**config.mk**
```make
export PLATFORM = sky130hd
export DESIGN_NAME = spio_port
export DESIGN_NICKNAME = d
export VERILOG_FILES = /design/src/rtl/spio_pkg.sv /design/src/rtl/spio_port.sv /design/src/rtl/spio_sync.sv
export SDC_FILE = /design/constraint.sdc
export NUM_CORES = 1
export LEC_CHECK = 0
export ABC_AREA = 1
export BUFFER_PORTS_ARGS = -buffer_cell sky130_fd_sc_hd__buf_2
export CAP_MARGIN = 10
export CORE_MARGIN = 3
export CORE_UTILIZATION = 27
export DETAILED_ROUTE_END_ITERATION = 16
export GPL_TIMING_DRIVEN = 0
export HOLD_SLACK_MARGIN = 0.08
export PLACE_DENSITY = 0.48
export SYNTH_ARGS = -nofsm -noshare
export SYNTH_HDL_FRONTEND = slang
export SYNTH_SLANG_ARGS = --single-unit
export TNS_END_PERCENT = 50
```
**constraint.sdc**
```tcl
create_clock -name core_clk -period 1.1 [get_ports core_clk]
set_clock_uncertainty 0.05 [all_clocks]
set_input_delay 0.22 -clock core_clk [delete_from_list [all_inputs] [get_ports core_clk]]
set_output_delay 0.22 -clock core_clk [all_outputs]
set_load 0.02 [all_outputs]
```
**src/rtl/spio_pkg.sv**
```systemverilog
// Package with constants and carrier types for the shared parallel I/O port.
package spio_pkg;
    localparam int unsigned PORT_W = 16;
    // Which bits exist on this variant, and which carry an analog function.
    localparam logic [PORT_W-1:0] IMPL_MASK   = 16'hffff;
    localparam logic [PORT_W-1:0] ANALOG_MASK = 16'hffff;
    localparam logic [PORT_W-1:0] DIR_RESET   = 16'hffff;
    localparam logic [PORT_W-1:0] LAT_RESET   = 16'h0000;
    localparam logic [PORT_W-1:0] ODC_RESET   = 16'h0000;
    localparam logic [PORT_W-1:0] ASEL_RESET  = 16'h0000;
    localparam logic [PORT_W-1:0] ALL_ZERO    = 16'h0000;

    typedef enum logic [1:0] {
        SPIO_REG_LAT  = 2'h0,
        SPIO_REG_PORT = 2'h1,
        SPIO_REG_DIR  = 2'h2,
        SPIO_REG_ODC  = 2'h3
    } spio_reg_sel_t;

    typedef struct packed {
        logic [PORT_W-1:0] enable;
        logic [PORT_W-1:0] drive;
        logic [PORT_W-1:0] data;
    } spio_periph_t;

    typedef struct packed {
        logic [PORT_W-1:0] o;
        logic [PORT_W-1:0] oe;
    } spio_pad_t;
endpackage

```
**src/rtl/spio_port.sv**
```systemverilog
// Shared parallel I/O port bank with peripheral and analog pin sharing.
`timescale 1ns/1ps
module spio_port (
    input  wire logic                      core_clk,
    input  wire logic                      resetn,
    input  wire logic                      wr_en,
    input  wire logic [1:0]                wr_sel,
    input  wire logic [spio_pkg::PORT_W-1:0] wr_data,
    input  wire logic [1:0]                rd_sel,
    output logic      [spio_pkg::PORT_W-1:0] rd_data,
    input  wire logic [spio_pkg::PORT_W-1:0] analog_select_low_reg,
    input  wire logic [spio_pkg::PORT_W-1:0] analog_select_high_reg,
    input  wire logic                      converter1_off_bit,
    input  wire logic                      converter2_off_bit,
    output logic      [spio_pkg::PORT_W-1:0] analog_pin,
    input  wire spio_pkg::spio_periph_t    periph,
    output logic      [spio_pkg::PORT_W-1:0] periph_in,
    input  wire logic [spio_pkg::PORT_W-1:0] pad_i,
    output spio_pkg::spio_pad_t            pad
);
    import spio_pkg::*;

    // Bits that the peripheral claims: enabled alone is not enough, it must drive.
    function automatic logic [PORT_W-1:0] spio_owned(input spio_periph_t p);
        return p.enable & p.drive;
    endfunction

    // ------------------------------------------------------------
    // Configuration registers
    // ------------------------------------------------------------
    logic [PORT_W-1:0] dir_r, dir_nxt;
    logic [PORT_W-1:0] lat_r, lat_nxt;
    logic [PORT_W-1:0] odc_r, odc_nxt;
    logic [PORT_W-1:0] pin_s;

    always_comb begin
        dir_nxt = dir_r;
        lat_nxt = lat_r;
        odc_nxt = odc_r;
        if (wr_en) begin
            case (spio_reg_sel_t'(wr_sel))
                SPIO_REG_LAT:  lat_nxt = wr_data & IMPL_MASK;
                SPIO_REG_PORT: lat_nxt = wr_data & IMPL_MASK;
                SPIO_REG_DIR:  dir_nxt = wr_data & IMPL_MASK;
                SPIO_REG_ODC:  odc_nxt = wr_data & IMPL_MASK;
                default:       lat_nxt = lat_r;
            endcase
        end
    end

    always_ff @(posedge core_clk or negedge resetn) begin
        if (!resetn) begin
            dir_r <= DIR_RESET & IMPL_MASK;
            lat_r <= LAT_RESET;
            odc_r <= ODC_RESET;
        end else begin
            dir_r <= dir_nxt;
            lat_r <= lat_nxt;
            odc_r <= odc_nxt;
        end
    end

    // Pins pass two flops before any read or peripheral sees them.
    spio_sync u_sync (
        .core_clk (core_clk),
        .resetn   (resetn),
        .async_in (pad_i),
        .sync_out (pin_s)
    );

    // ------------------------------------------------------------
    // Analog selection and output muxing
    // ------------------------------------------------------------
    logic [PORT_W-1:0] an_c1, an_c2, an_c;
    logic [PORT_W-1:0] pin_in_nxt, o_nxt, oe_nxt, an_nxt;
    logic [PORT_W-1:0] pin_in_r, o_r, oe_r, an_r;
    logic [PORT_W-1:0] own_o, own_en;

    always_comb begin
        // A disabled converter contributes no analog claim.
        an_c1 = converter1_off_bit ? ALL_ZERO : ~analog_select_low_reg;
        an_c2 = converter2_off_bit ? ALL_ZERO : ~analog_select_high_reg;
        an_c  = (an_c1 | an_c2) & ANALOG_MASK & IMPL_MASK;
        an_nxt = an_c;
        // Peripheral takes the pin only while actively driving it.
        own_en = spio_owned(periph);
        // Owner is picked bit by bit, so an idle peripheral bit still shows the latch.
        own_o  = (own_en & periph.data) | (~own_en & lat_r);
        for (int i = 0; i < PORT_W; i++) begin
            if (own_en[i]) begin
                oe_nxt[i] = 1'b1;
                o_nxt[i]  = periph.data[i];
            end else begin
                // Open drain drives only a low level.
                oe_nxt[i] = ~dir_r[i] & (~odc_r[i] | ~lat_r[i]);
                o_nxt[i]  = odc_r[i] ? 1'b0 : own_o[i];
            end
        end
        oe_nxt = oe_nxt & IMPL_MASK & ~an_c;
        o_nxt  = o_nxt & oe_nxt;
        // Peripheral input sees the pin, never the port's own output.
        pin_in_nxt = pin_s & IMPL_MASK & ~an_c;
    end

    always_ff @(posedge core_clk or negedge resetn) begin
        if (!resetn) begin
            pin_in_r <= ALL_ZERO;
            o_r      <= ALL_ZERO;
            oe_r     <= ALL_ZERO;
            an_r     <= ANALOG_MASK & IMPL_MASK;
        end else begin
            pin_in_r <= pin_in_nxt;
            o_r      <= o_nxt;
            oe_r     <= oe_nxt;
            an_r     <= an_nxt;
        end
    end

    // ------------------------------------------------------------
    // Read path
    // ------------------------------------------------------------
    logic [PORT_W-1:0] rd_nxt;
    logic [PORT_W-1:0] rd_r;

    // Reads are registered so that rd_data leaves a flop, at the cost of one
    // cycle of read latency on top of the two synchroniser stages.
    always_comb begin
        case (spio_reg_sel_t'(rd_sel))
            SPIO_REG_LAT:  rd_nxt = lat_r & IMPL_MASK;
            SPIO_REG_PORT: rd_nxt = pin_s & IMPL_MASK & ~an_c;
            SPIO_REG_DIR:  rd_nxt = dir_r & IMPL_MASK;
            SPIO_REG_ODC:  rd_nxt = odc_r & IMPL_MASK;
            default:       rd_nxt = ALL_ZERO;
        endcase
    end

    always_ff @(posedge core_clk or negedge resetn) begin
        if (!resetn) begin
            rd_r <= ALL_ZERO;
        end else begin
            rd_r <= rd_nxt;
        end
    end

    assign rd_data    = rd_r;
    assign periph_in  = pin_in_r;
    assign analog_pin = an_r;
    assign pad        = '{o: o_r, oe: oe_r};

    // ------------------------------------------------------------
    // Checks
    // ------------------------------------------------------------
    periph_owns_a: assert property (@(posedge core_clk) disable iff (!resetn)
        (periph.enable & periph.drive & ~an_c) != ALL_ZERO |=>
        ((pad.o ^ $past(periph.data)) & $past(periph.enable & periph.drive & ~an_c)) == ALL_ZERO)
        else $error("peripheral data not on pad");
    port_owns_a: assert property (@(posedge core_clk) disable iff (!resetn)
        (~(periph.enable & periph.drive) & ~dir_r & ~odc_r & ~an_c & IMPL_MASK) != ALL_ZERO |=>
        ((~pad.oe) & $past(~(periph.enable & periph.drive) & ~dir_r & ~odc_r & ~an_c
            & IMPL_MASK)) == ALL_ZERO)
        else $error("port driver not enabled");
    input_dir_a: assert property (@(posedge core_clk) disable iff (!resetn)
        ((pad.oe & $past(dir_r & ~(periph.enable & periph.drive))) == ALL_ZERO))
        else $error("input pin driven");
    lat_read_a: assert property (@(posedge core_clk) disable iff (!resetn)
        wr_en && wr_sel == SPIO_REG_PORT ##1 rd_sel == SPIO_REG_LAT |=>
        rd_data == ($past(wr_data, 2) & IMPL_MASK))
        else $error("port write not in latch");
    unimpl_zero_a: assert property (@(posedge core_clk) disable iff (!resetn)
        (rd_data & ~IMPL_MASK) == ALL_ZERO && (pad.oe & ~IMPL_MASK) == ALL_ZERO)
        else $error("unimplemented bit active");
    open_drain_a: assert property (@(posedge core_clk) disable iff (!resetn)
        (pad.o & $past(odc_r & ~(periph.enable & periph.drive))) == ALL_ZERO)
        else $error("open drain drove high");
    analog_either_a: assert property (@(posedge core_clk) disable iff (!resetn)
        !converter1_off_bit && !converter2_off_bit |=>
        analog_pin == ($past(~analog_select_low_reg | ~analog_select_high_reg) & ANALOG_MASK))
        else $error("analog merge wrong");
    analog_read_a: assert property (@(posedge core_clk) disable iff (!resetn)
        rd_sel == SPIO_REG_PORT |=> (rd_data & $past(an_c)) == ALL_ZERO)
        else $error("analog pin read nonzero");
    conv_off_a: assert property (@(posedge core_clk) disable iff (!resetn)
        converter1_off_bit && converter2_off_bit |=> analog_pin == ALL_ZERO)
        else $error("disabled converter claimed pin");
    latch_write_a: assert property (@(posedge core_clk) disable iff (!resetn)
        wr_en && wr_sel == SPIO_REG_LAT ##1 rd_sel == SPIO_REG_LAT |=>
        rd_data == ($past(wr_data, 2) & IMPL_MASK))
        else $error("latch write not read back");
    conv1_off_a: assert property (@(posedge core_clk) disable iff (!resetn)
        converter1_off_bit && !converter2_off_bit |=>
        analog_pin == ($past(~analog_select_high_reg) & ANALOG_MASK))
        else $error("converter one claim not ignored");
    conv2_off_a: assert property (@(posedge core_clk) disable iff (!resetn)
        !converter1_off_bit && converter2_off_bit |=>
        analog_pin == ($past(~analog_select_low_reg) & ANALOG_MASK))
        else $error("converter two claim not ignored");
    // Analog pins are never driven, not even by an owning peripheral.
    analog_undriven_a: assert property (@(posedge core_clk) disable iff (!resetn)
        (pad.oe & $past(an_c)) == ALL_ZERO)
        else $error("analog pin driven");
    open_float_a: assert property (@(posedge core_clk) disable iff (!resetn)
        (pad.oe & $past(odc_r & lat_r & ~spio_owned(periph))) == ALL_ZERO)
        else $error("open drain high not floated");
    periph_analog_a: assert property (@(posedge core_clk) disable iff (!resetn)
        (periph_in & $past(an_c)) == ALL_ZERO)
        else $error("analog pin reached peripheral");

    // ------------------------------------------------------------
    // Reset checks
    // ------------------------------------------------------------
    // These run through reset on purpose, so they carry no disable clause.
    reset_dir_a: assert property (@(posedge core_clk)
        !resetn |=> dir_r == (DIR_RESET & IMPL_MASK) && pad.oe == ALL_ZERO)
        else $error("pin not input after reset");
    reset_analog_a: assert property (@(posedge core_clk)
        !resetn |=> analog_pin == (ANALOG_MASK & IMPL_MASK))
        else $error("pin not analog after reset");
endmodule // spio_port

```
**src/rtl/spio_sync.sv**
```systemverilog
// Two-flip-flop synchroniser for the pin inputs.
`timescale 1ns/1ps
module spio_sync (
    input  wire logic                       core_clk,
    input  wire logic                       resetn,
    input  wire logic [spio_pkg::PORT_W-1:0] async_in,
    output logic      [spio_pkg::PORT_W-1:0] sync_out
);
    import spio_pkg::*;
    logic [PORT_W-1:0] meta_r;
    logic [PORT_W-1:0] sync_r;
    always_ff @(posedge core_clk or negedge resetn) begin
        if (!resetn) begin
            meta_r <= ALL_ZERO;
            sync_r <= ALL_ZERO;
        end else begin
            meta_r <= async_in;
            sync_r <= meta_r;
        end
    end
    assign sync_out = sync_r;
endmodule // spio_sync

```
---- Word-level counts from Yosys, hierarchy flattened ----
Index checks and enable logic that the tools add are counted.
W data, S select, Z words.
cells by class
  bitwise gates (word level) .............. 92
  multiply operators ...................... 0
  $lt $le $gt $ge ......................... 0
  reduce and logical (&&, ||, !) cells .... 6
  equality and inequality tests ........... 6
  shift operators ......................... 0
  add/subtract/negate cells ............... 0
  div/mod/pow operators ................... 0
  multiplexer cells ....................... 51
operators with widths
  cell                  count
  $and A16 B16 Y16      6
  $not A16 Y16          4
  $pmux W16 S4          1
  $mux W1               48
  $not A1 Y1            48
  $mux W16              2
  $or A16 B16 Y16       2
  $and A1 B1 Y1         16
  $or A1 B1 Y1          16
  $eq A2 B2 Y1 const B  4
  $reduce_and A2 Y1     3
  $eq A2 B1 Y1 const B  2
  $logic_not A2 Y1      2
  $reduce_or A2 Y1      1
word-level totals
  memory bits (read-only) ................. 0
  latch bits .............................. 0
  input port bits ......................... 121
  bits in writable memories ............... 0
  flip-flop bits (word level) ............. 160
  output and inout bits ................... 80
  memories ................................ 0

---- Depth between registers and ports, before layout ----
Gate-level depths: netlist (run 1).
  word-level depth ........................ 7
  depth in mapped cells ................... 7

---- Cells and area by module ----
From an unflattened synthesis (run 1), not the netlist that was laid out.
unflattened totals
  cell total of the unflattened synthesis .. 686
  area, all modules ....................... 6329.8 um^2
by module, submodules not included
  module     instances  area an instance (um^2)  seq. area each (um^2)  cells an instance
  spio_port  1          5529.1                   3243.1                 654
  spio_sync  1          800.8                    800.8                  32

---- Worst setup path after synthesis (run 1) ----
Ideal clock, no wire load.
  path type ............................... in2reg
  from .................................... input port converter2_off_bit
  to ...................................... register rd_r[0], in the netlist rd_data[0]
  stages on the path ...................... 6
  setup slack ............................. 0.159 ns
  path buffers ............................ 2
  arrival time ............................ 0.767 ns
  setup time .............................. 0.124 ns
  path through ............................ buf_4 > buf_6 > nor2_1 > nor2_2 > nand3_1 > nand3_1
on the way
  longest elaborated chain between the ends .. 5
RTL lines
  element               line              RTL
  start, declared       spio_port.sv:14   input wire logic converter2_off_bit,
  $mux W16              spio_port.sv:82   an_c2 = converter2_off_bit ? ALL_ZERO : ~analog_select_high_reg;
  $or A16 B16 Y16       spio_port.sv:83   an_c = (an_c1 | an_c2) & ANALOG_MASK & IMPL_MASK;
  $not A16 Y16          spio_port.sv:130  SPIO_REG_PORT: rd_nxt = pin_s & IMPL_MASK & ~an_c;
  $and A16 B16 Y16      spio_port.sv:130
  $pmux W16 S4          spio_port.sv:128  case (spio_reg_sel_t'(rd_sel))
  named net rd_nxt[0]   spio_port.sv:122  logic [PORT_W-1:0] rd_nxt;
  end signal, assigned  spio_port.sv:141  rd_r <= rd_nxt;
  end, declared         spio_port.sv:123  logic [PORT_W-1:0] rd_r;
The timed path passes the listed nets, and every way through them passes these cells.
A chain may end at the register's enable or synchronous reset.

---- Worst setup path after layout (run 1) ----
  from .................................... register an_r[12], in the netlist analog_pin[12]
  to ...................................... output port analog_pin[12] (netlist name)
RTL lines
  element                 line              RTL
  start, declared         spio_port.sv:76   logic [PORT_W-1:0] pin_in_r, o_r, oe_r, an_r;
  start signal, assigned  spio_port.sv:110  an_r <= ANALOG_MASK & IMPL_MASK;
  start signal, assigned  spio_port.sv:115  an_r <= an_nxt;
  end, declared           spio_port.sv:15   output logic [spio_pkg::PORT_W-1:0] analog_pin,
No word-level cell between the ends.

==> results.txt, run 1 <==
Status -> finished with violations
Failing checks -> hold timing, setup timing
Post-synthesis sequential area ratio -> 63.87%
Final Max Tran Viols -> 0
Maximum vdd drop -> 0.0008671 V
Achievable Freq -> 741.7 MHz
Final Critical Period -> 1.348 ns
Buffers added on ports -> 196
Clock Latency Late Sink -> 0.42 ns
Post-layout nets -> 1097
Most common cell after layout, fill and taps aside -> nand2_1
CTS buffer count -> 17
CORE AREA -> 22850 sq um
Final HPWL DP -> 12.68 mm
Avg Inst Size Synth -> 9.229 sq um
Vias per cell -> 4.098
Synthesized cell area -> 6331 sq um
Die width -> 159.1 microns
CP peak stage delay -> 0.54 ns
Worst setup SP type -> register
RSZ-0062 raised after global routing -> yes
Hold Fails Final Rpt -> 57
DRC viols -> 0
CTS tree -> built
DRT antenna net count -> 0
Final WL -> 18.62 mm
CTS Hold Bufs -> 74
H-tree depth -> 4
Largest net degree at the start of global routing -> 104
Synth Warn # -> 0
Register area -> 4044 sq um
Root Driver -> clkbuf_16
Worst hold path class -> input pin to asynchronous set/reset pin
Initial antenna violation count -> 0
Critical Setup Path Class -> register to output port
Tcrit/Tclk final -> 122.6%
Syn Nets -> 807
Io pins -> 201
CP bufs+invs -> 1
Final setup viols -> 80
Slew Limit Headroom -> 56.38%
Longest Clk Path Bufs -> 2
Pleak -> 4.924 nW
Setup ws final -> -0.2483 ns
Number of fillers in the final layout -> 2335
Hold WS -> -0.3353 ns
Total die area -> 25320 sq um
Pwr Density -> 1680 nW/um^2
Die Y -> 159.1 microns
Number of DRC markers in iteration 0 -> 192
Cell count after synthesis -> 686
Seq cells post-synth -> 160
Placed cells -> 1196
Slew @ Worst Pin -> 0.6544 ns
Vias in the first global route -> 5492
CP delay by family, top -> flip-flops
CP max FO -> 1
N_diodes -> 0
DRT Pass-1 Iters -> 4
CTS Sinks -> 160
Area Overhead vs Synth -> 48.87%
Crit path capture type -> output port
Most frequent cells in the layout -> nand2_1, buf_2, dfrtp_1, inv_1, o21ai_0
Layout cell share with drive strength beyond 1 -> 29.73%
GRT Residual Overflow -> 0
DR WL/cell -> 14.30 microns
CP max stage cell -> dfstp_2
Std-Cell Rows -> 55
Pre-CTS setup slack -> -0.3275 ns
Starting Density -> 27.71%
Setup repair bufs after CTS -> 0
Worst EP required -> 0.83 ns
Max_cap viols -> 0
Final core utilization -> 41.25%
First-pass GRT wire length -> 30.06 mm
Via count -> 5336
Multi-input logic area -> 1703 sq um
CP Data Arrival Time -> 1.08 ns
Global Route Usage Sum -> 15.21%
GPL Wtd Cong -> 0.7287
Overall power -> 0.01584 W
CP cell instances -> buf_6
Non-Filler Instances -> 1302
Clock transition at path regs -> 0.07 ns
Distinct cells, synth -> 15
[repair_timing]
item / 4_1_cts / 5_1_grt
gates resized for setup: 82 / 29
setup endpoints to repair: 80 / 81
hold endpoints to repair: 153 / 57
[power breakdown]
part | total [W] | switching [W] | internal, W
Combinational | 0.00275 | 0.00152 | 0.00123
Clock | 0.00605 | 0.00263 | 0.00342
Sequential | 0.00703 | 0.000401 | 0.00663
Total | 0.0158 | 0.00455 | 0.0113
[sequential cells by signal, summed over array words and instances (netlist names)]
name	count
analog_pin	16
dir_r	16
lat_r	16
o_r	16
odc_r	16
oe_r	16
periph_in	16
rd_data	16
u_sync.meta_r	16
u_sync.sync_out	16
[cell type report]
| cell class | count | area share, % |
|---|---|---|
| plain buffers | 22 | 1.606 |
| clock buffers | 17 | 4.513 |
| clock inverters | 15 | 1.845 |
| inverters | 114 | 4.593 |
| multi-input cells | 390 | 18.07 |
| flip-flops and latches | 160 | 42.90 |
| well taps | 313 | 4.155 |
| repair buffers | 271 | 22.32 |
[logic make-up (layout without fill, tap and decap cells)]
logic type             count (synthesis)  after routing  share of synthesized area (%)
AOI/OAI and AO/OA                     80             80                          6.324
buffers and inverters                136            439                          9.229
DFF                                  160            160                          63.87
and+or+nand+nor                      310            310                          20.57
[per-layer routing]
metal	share of wire [%]	track usage, %	vias up	routed length [microns]
met5	0	0	-	0
met3	5.4	3.330	15	1013
met4	1.3	4.258	0	235
li1	-	-	2686	-
met1	44	19.58	2500	8133
met2	50	25.92	135	9237
[metrics by stage]
stage          area, sq um  setup TNS [ns]
2_1_floorplan         6331               0
5_1_grt               9425          -13.11
3_3_place_gp          7704         -416.25
6_report              9425          -10.29
3_5_place_dp          7741          -12.04
4_1_cts               9338          -12.30
[synthesized netlist by cell type]
library cell,count,area (sq um)
clkbuf_1,2,7.510
clkbuf_2,1,5.000
nor2_1,71,266.5
dfrtp_1,128,3203
nand3_1,65,325.3
nor2_2,10,62.56
inv_6,1,8.760
nor2_8,2,40.04
inv_1,113,424.2
o21ai_0,80,400.4
nand2_1,162,608.1
buf_6,5,56.30
buf_2,9,45.04
buf_4,5,37.54
dfstp_2,32,840.8
[path summary, 6_finish.rpt]
path	end	start	slack, ns	depth (start not counted)
hold / removal	u_sync.sync_out[3]	resetn	-0.34	1
min in group core_clk	analog_pin[6]	analog_select_high_reg[6]	0.09	4
hold reg to reg	u_sync.sync_out[10]	u_sync.meta_r[10]	0.30	0
setup / recovery	analog_pin[12]	analog_pin[12]	-0.25	1
setup reg to reg	o_r[13]	dir_r[13]	0.12	5
max in group asynchronous	dir_r[11]	resetn	0.44	2
No activity file was read; power rests on OpenSTA's default activity.
==> run 2: changes to the inputs <==
--- a/config.mk
+++ b/config.mk
@@ -11,7 +11,6 @@
 export CORE_MARGIN = 3
 export CORE_UTILIZATION = 27
 export DETAILED_ROUTE_END_ITERATION = 16
-export GPL_TIMING_DRIVEN = 0
 export HOLD_SLACK_MARGIN = 0.08
 export PLACE_DENSITY = 0.48
 export SYNTH_ARGS = -nofsm -noshare
==> results.txt, run 2 (synthesized netlist as in run 1, its figures left out) <==
Multi-input logic area -> 1708 sq um (+0.29%)
Hold_sp -> analog_select_low_reg[3]
DRT antenna net count -> 0 (unchanged)
Final HPWL DP -> 12.33 mm (-2.7%)
Largest net degree at the start of global routing -> 47 (-55%)
Achievable Freq -> 749.3 MHz (+1.0%)
CTS buffer count -> 17 (unchanged)
Int Power -> 0.01194 W (+5.8%)
Failing checks -> setup timing
Worst Hold Path Cells -> 4
Worst EP required -> 0.83 ns (about the same)
H-tree depth -> 4 (unchanged)
Global Route Usage Sum -> 14.52% (-0.69 points)
Vias in the first global route -> 5449 (-0.78%)
Die Y -> 159.1 microns (unchanged)
Clock Latency Late Sink -> 0.42 ns (about the same)
DRT Pass-1 Iters -> 4 (unchanged)
Final WL -> 17.84 mm (-4.2%)
CP max stage cell -> dfstp_2
Hold WS -> 0.09541 ns (+0.4308 ns)
Worst setup SP type -> register
Critical Setup Path Class -> register to output port
Gate power share -> 17.6% (+0.2 points)
Std-Cell Rows -> 55 (unchanged)
Number of DRC markers in iteration 0 -> 228 (+19%)
Final TNS setup -> -9.543 ns (+0.7425 ns)
Vias per cell -> 4.040 (-1.4%)
CTS tree -> built
Most frequent cells in the layout -> nand2_1, buf_2, dfrtp_1, inv_1, o21ai_0
Setup ws final -> -0.2346 ns (+0.01367 ns)
Number of fillers in the final layout -> 2290 (-1.9%)
Pleak -> 5.026 nW (+2.1%)
CP peak stage delay -> 0.54 ns (about the same)
CP bufs+invs -> 1 (unchanged)
Crit path capture type -> output port
Final Max Tran Viols -> 0 (unchanged)
Slew Limit Headroom -> 71.64% (+15 points)
DRC viols -> 0 (unchanged)
Status -> finished with violations
CP cell instances -> buf_6
Slew @ Worst Pin -> 0.4254 ns (-0.2290 ns)
Register area -> 4044 sq um (unchanged)
Origin of the critical flop-to-flop path -> dir_r[13]
Io pins -> 201 (unchanged)
Clk network pwr share -> 39.0% (+0.8 points)
CP delay by family, top -> flip-flops
R2R setup slack -> 0.11 ns (about the same)
Layout cell share with drive strength beyond 1 -> 30.47% (+0.74 points)
Post-layout nets -> 1097 (unchanged)
Longest Clk Path Bufs -> 2 (unchanged)
Via count -> 5256 (-1.5%)
N_diodes -> 0 (unchanged)
CTS Sinks -> 160 (unchanged)
Die width -> 159.1 microns (unchanged)
Area Overhead vs Synth -> 52.23%
Initial antenna violation count -> 0 (unchanged)
Min-Delay Endpoint -> analog_pin[3]
Reg2Reg Depth -> 5 (unchanged)
Pwr Density -> 1685 nW/um^2 (+0.31%)
CP max FO -> 1 (unchanged)
Most common cell after layout, fill and taps aside -> nand2_1
Final setup viols -> 80 (unchanged)
Total die area -> 25320 sq um (unchanged)
Maximum vdd drop -> 0.0008764 V (+1.1%)
Final Critical Period -> 1.335 ns (-0.01367 ns)
Tcrit/Tclk final -> 121.3% (-1.2 points)
Flop pwr share -> 43.4% (-1.0 points)
GRT Residual Overflow -> 0 (unchanged)
First-pass GRT wire length -> 28.98 mm (-3.6%)
Buffers added on ports -> 200 (+2.0%)
Max_cap viols -> 0 (unchanged)
Setup repair bufs after CTS -> 0 (unchanged)
Sw Ratio -> 26.53% (-2.2 points)
Worst r2r dst -> o_r[13]
Worst hold path class -> input pin to register
RSZ-0062 raised after global routing -> yes
CORE AREA -> 22850 sq um (unchanged)
Starting Density -> 27.71% (unchanged)
Psw -> 0.004310 W (-5.3%)
Hold Fails Final Rpt -> 0 (-100%)
GPL Wtd Cong -> 0.7266 (-0.29%)
DR WL/cell -> 13.71 microns (-4.1%)
CP Data Arrival Time -> 1.06 ns (-0.02 ns)
Clock transition at path regs -> 0.06 ns (about the same)
Root Driver -> clkbuf_16
-- run 2: how the worst max path moves through the flow --
stage,start,end,slack (ns),depth (start not counted)
4_1_cts,analog_pin[14],analog_pin[14],-0.26,1
2_1_floorplan,converter2_off_bit,rd_data[0],0.16,6
6_report,analog_pin[12],analog_pin[12],-0.23,1
3_3_place_gp,rd_sel[1],rd_data[8],-0.09,6
3_5_place_dp,rd_sel[1],rd_data[14],-0.12,5
5_1_grt,analog_pin[14],analog_pin[14],-0.28,1
-- run 2: cell type report --
class	instances	share of cell area (%)
Tap cell	313	4.063
Sequential cell	160	41.96
Clock inverter	10	1.649
Multi-Input combinational cell	390	17.72
Clock buffer	21	4.881
Timing Repair Buffer	293	25.24
Inverter	114	4.492
-- run 2: routing by layer --
layer  vias to the layer above  wire, microns  track usage (%)
li1                       2678              -                -
met1                      2418           7876            18.33
met2                       139           8775            24.34
met3                        21            852            3.720
met4                         0            336            4.934
met5                         -              0                0
-- run 2: power groups by stage --
| stage | Combinational, W | Sequential (W) | Clock, W |
|---|---|---|---|
| floorplan | 0.000938 | 0.00744 | 0 |
| global placement | 0.00240 | 0.00710 | 0 |
| detailed placement | 0.00242 | 0.00709 | 0 |
| CTS | 0.00284 | 0.00705 | 0.00652 |
| global route | 0.00318 | 0.00715 | 0.00678 |
| finish | 0.00285 | 0.00706 | 0.00633 |
-- run 2: repair_timing --
action | in CTS | in global routing
setup endpoints to repair | 80 | 80
hold buffers | 68 | 0
gates resized for setup | 90 | 32
endpoints found under the hold margin | 232 | 0
pin swaps | 0 | 0
-- run 2: stage by stage --
stage | utilization [%] | instances | power (W) | worst slack, ns | cell area (sq um)
after floorplan | - | 686 | 0.008382 | 0.1591 | 6331
after global placement | 34.78 | 1202 | 0.009506 | -0.09409 | 7946
after detailed placement | 34.78 | 1202 | 0.009514 | -0.1175 | 7946
after CTS | 41.75 | 1301 | 0.01640 | -0.2593 | 9538
after global routing | 42.19 | 1301 | 0.01711 | -0.2795 | 9638
final | 42.19 | 1301 | 0.01624 | -0.2346 | 9638
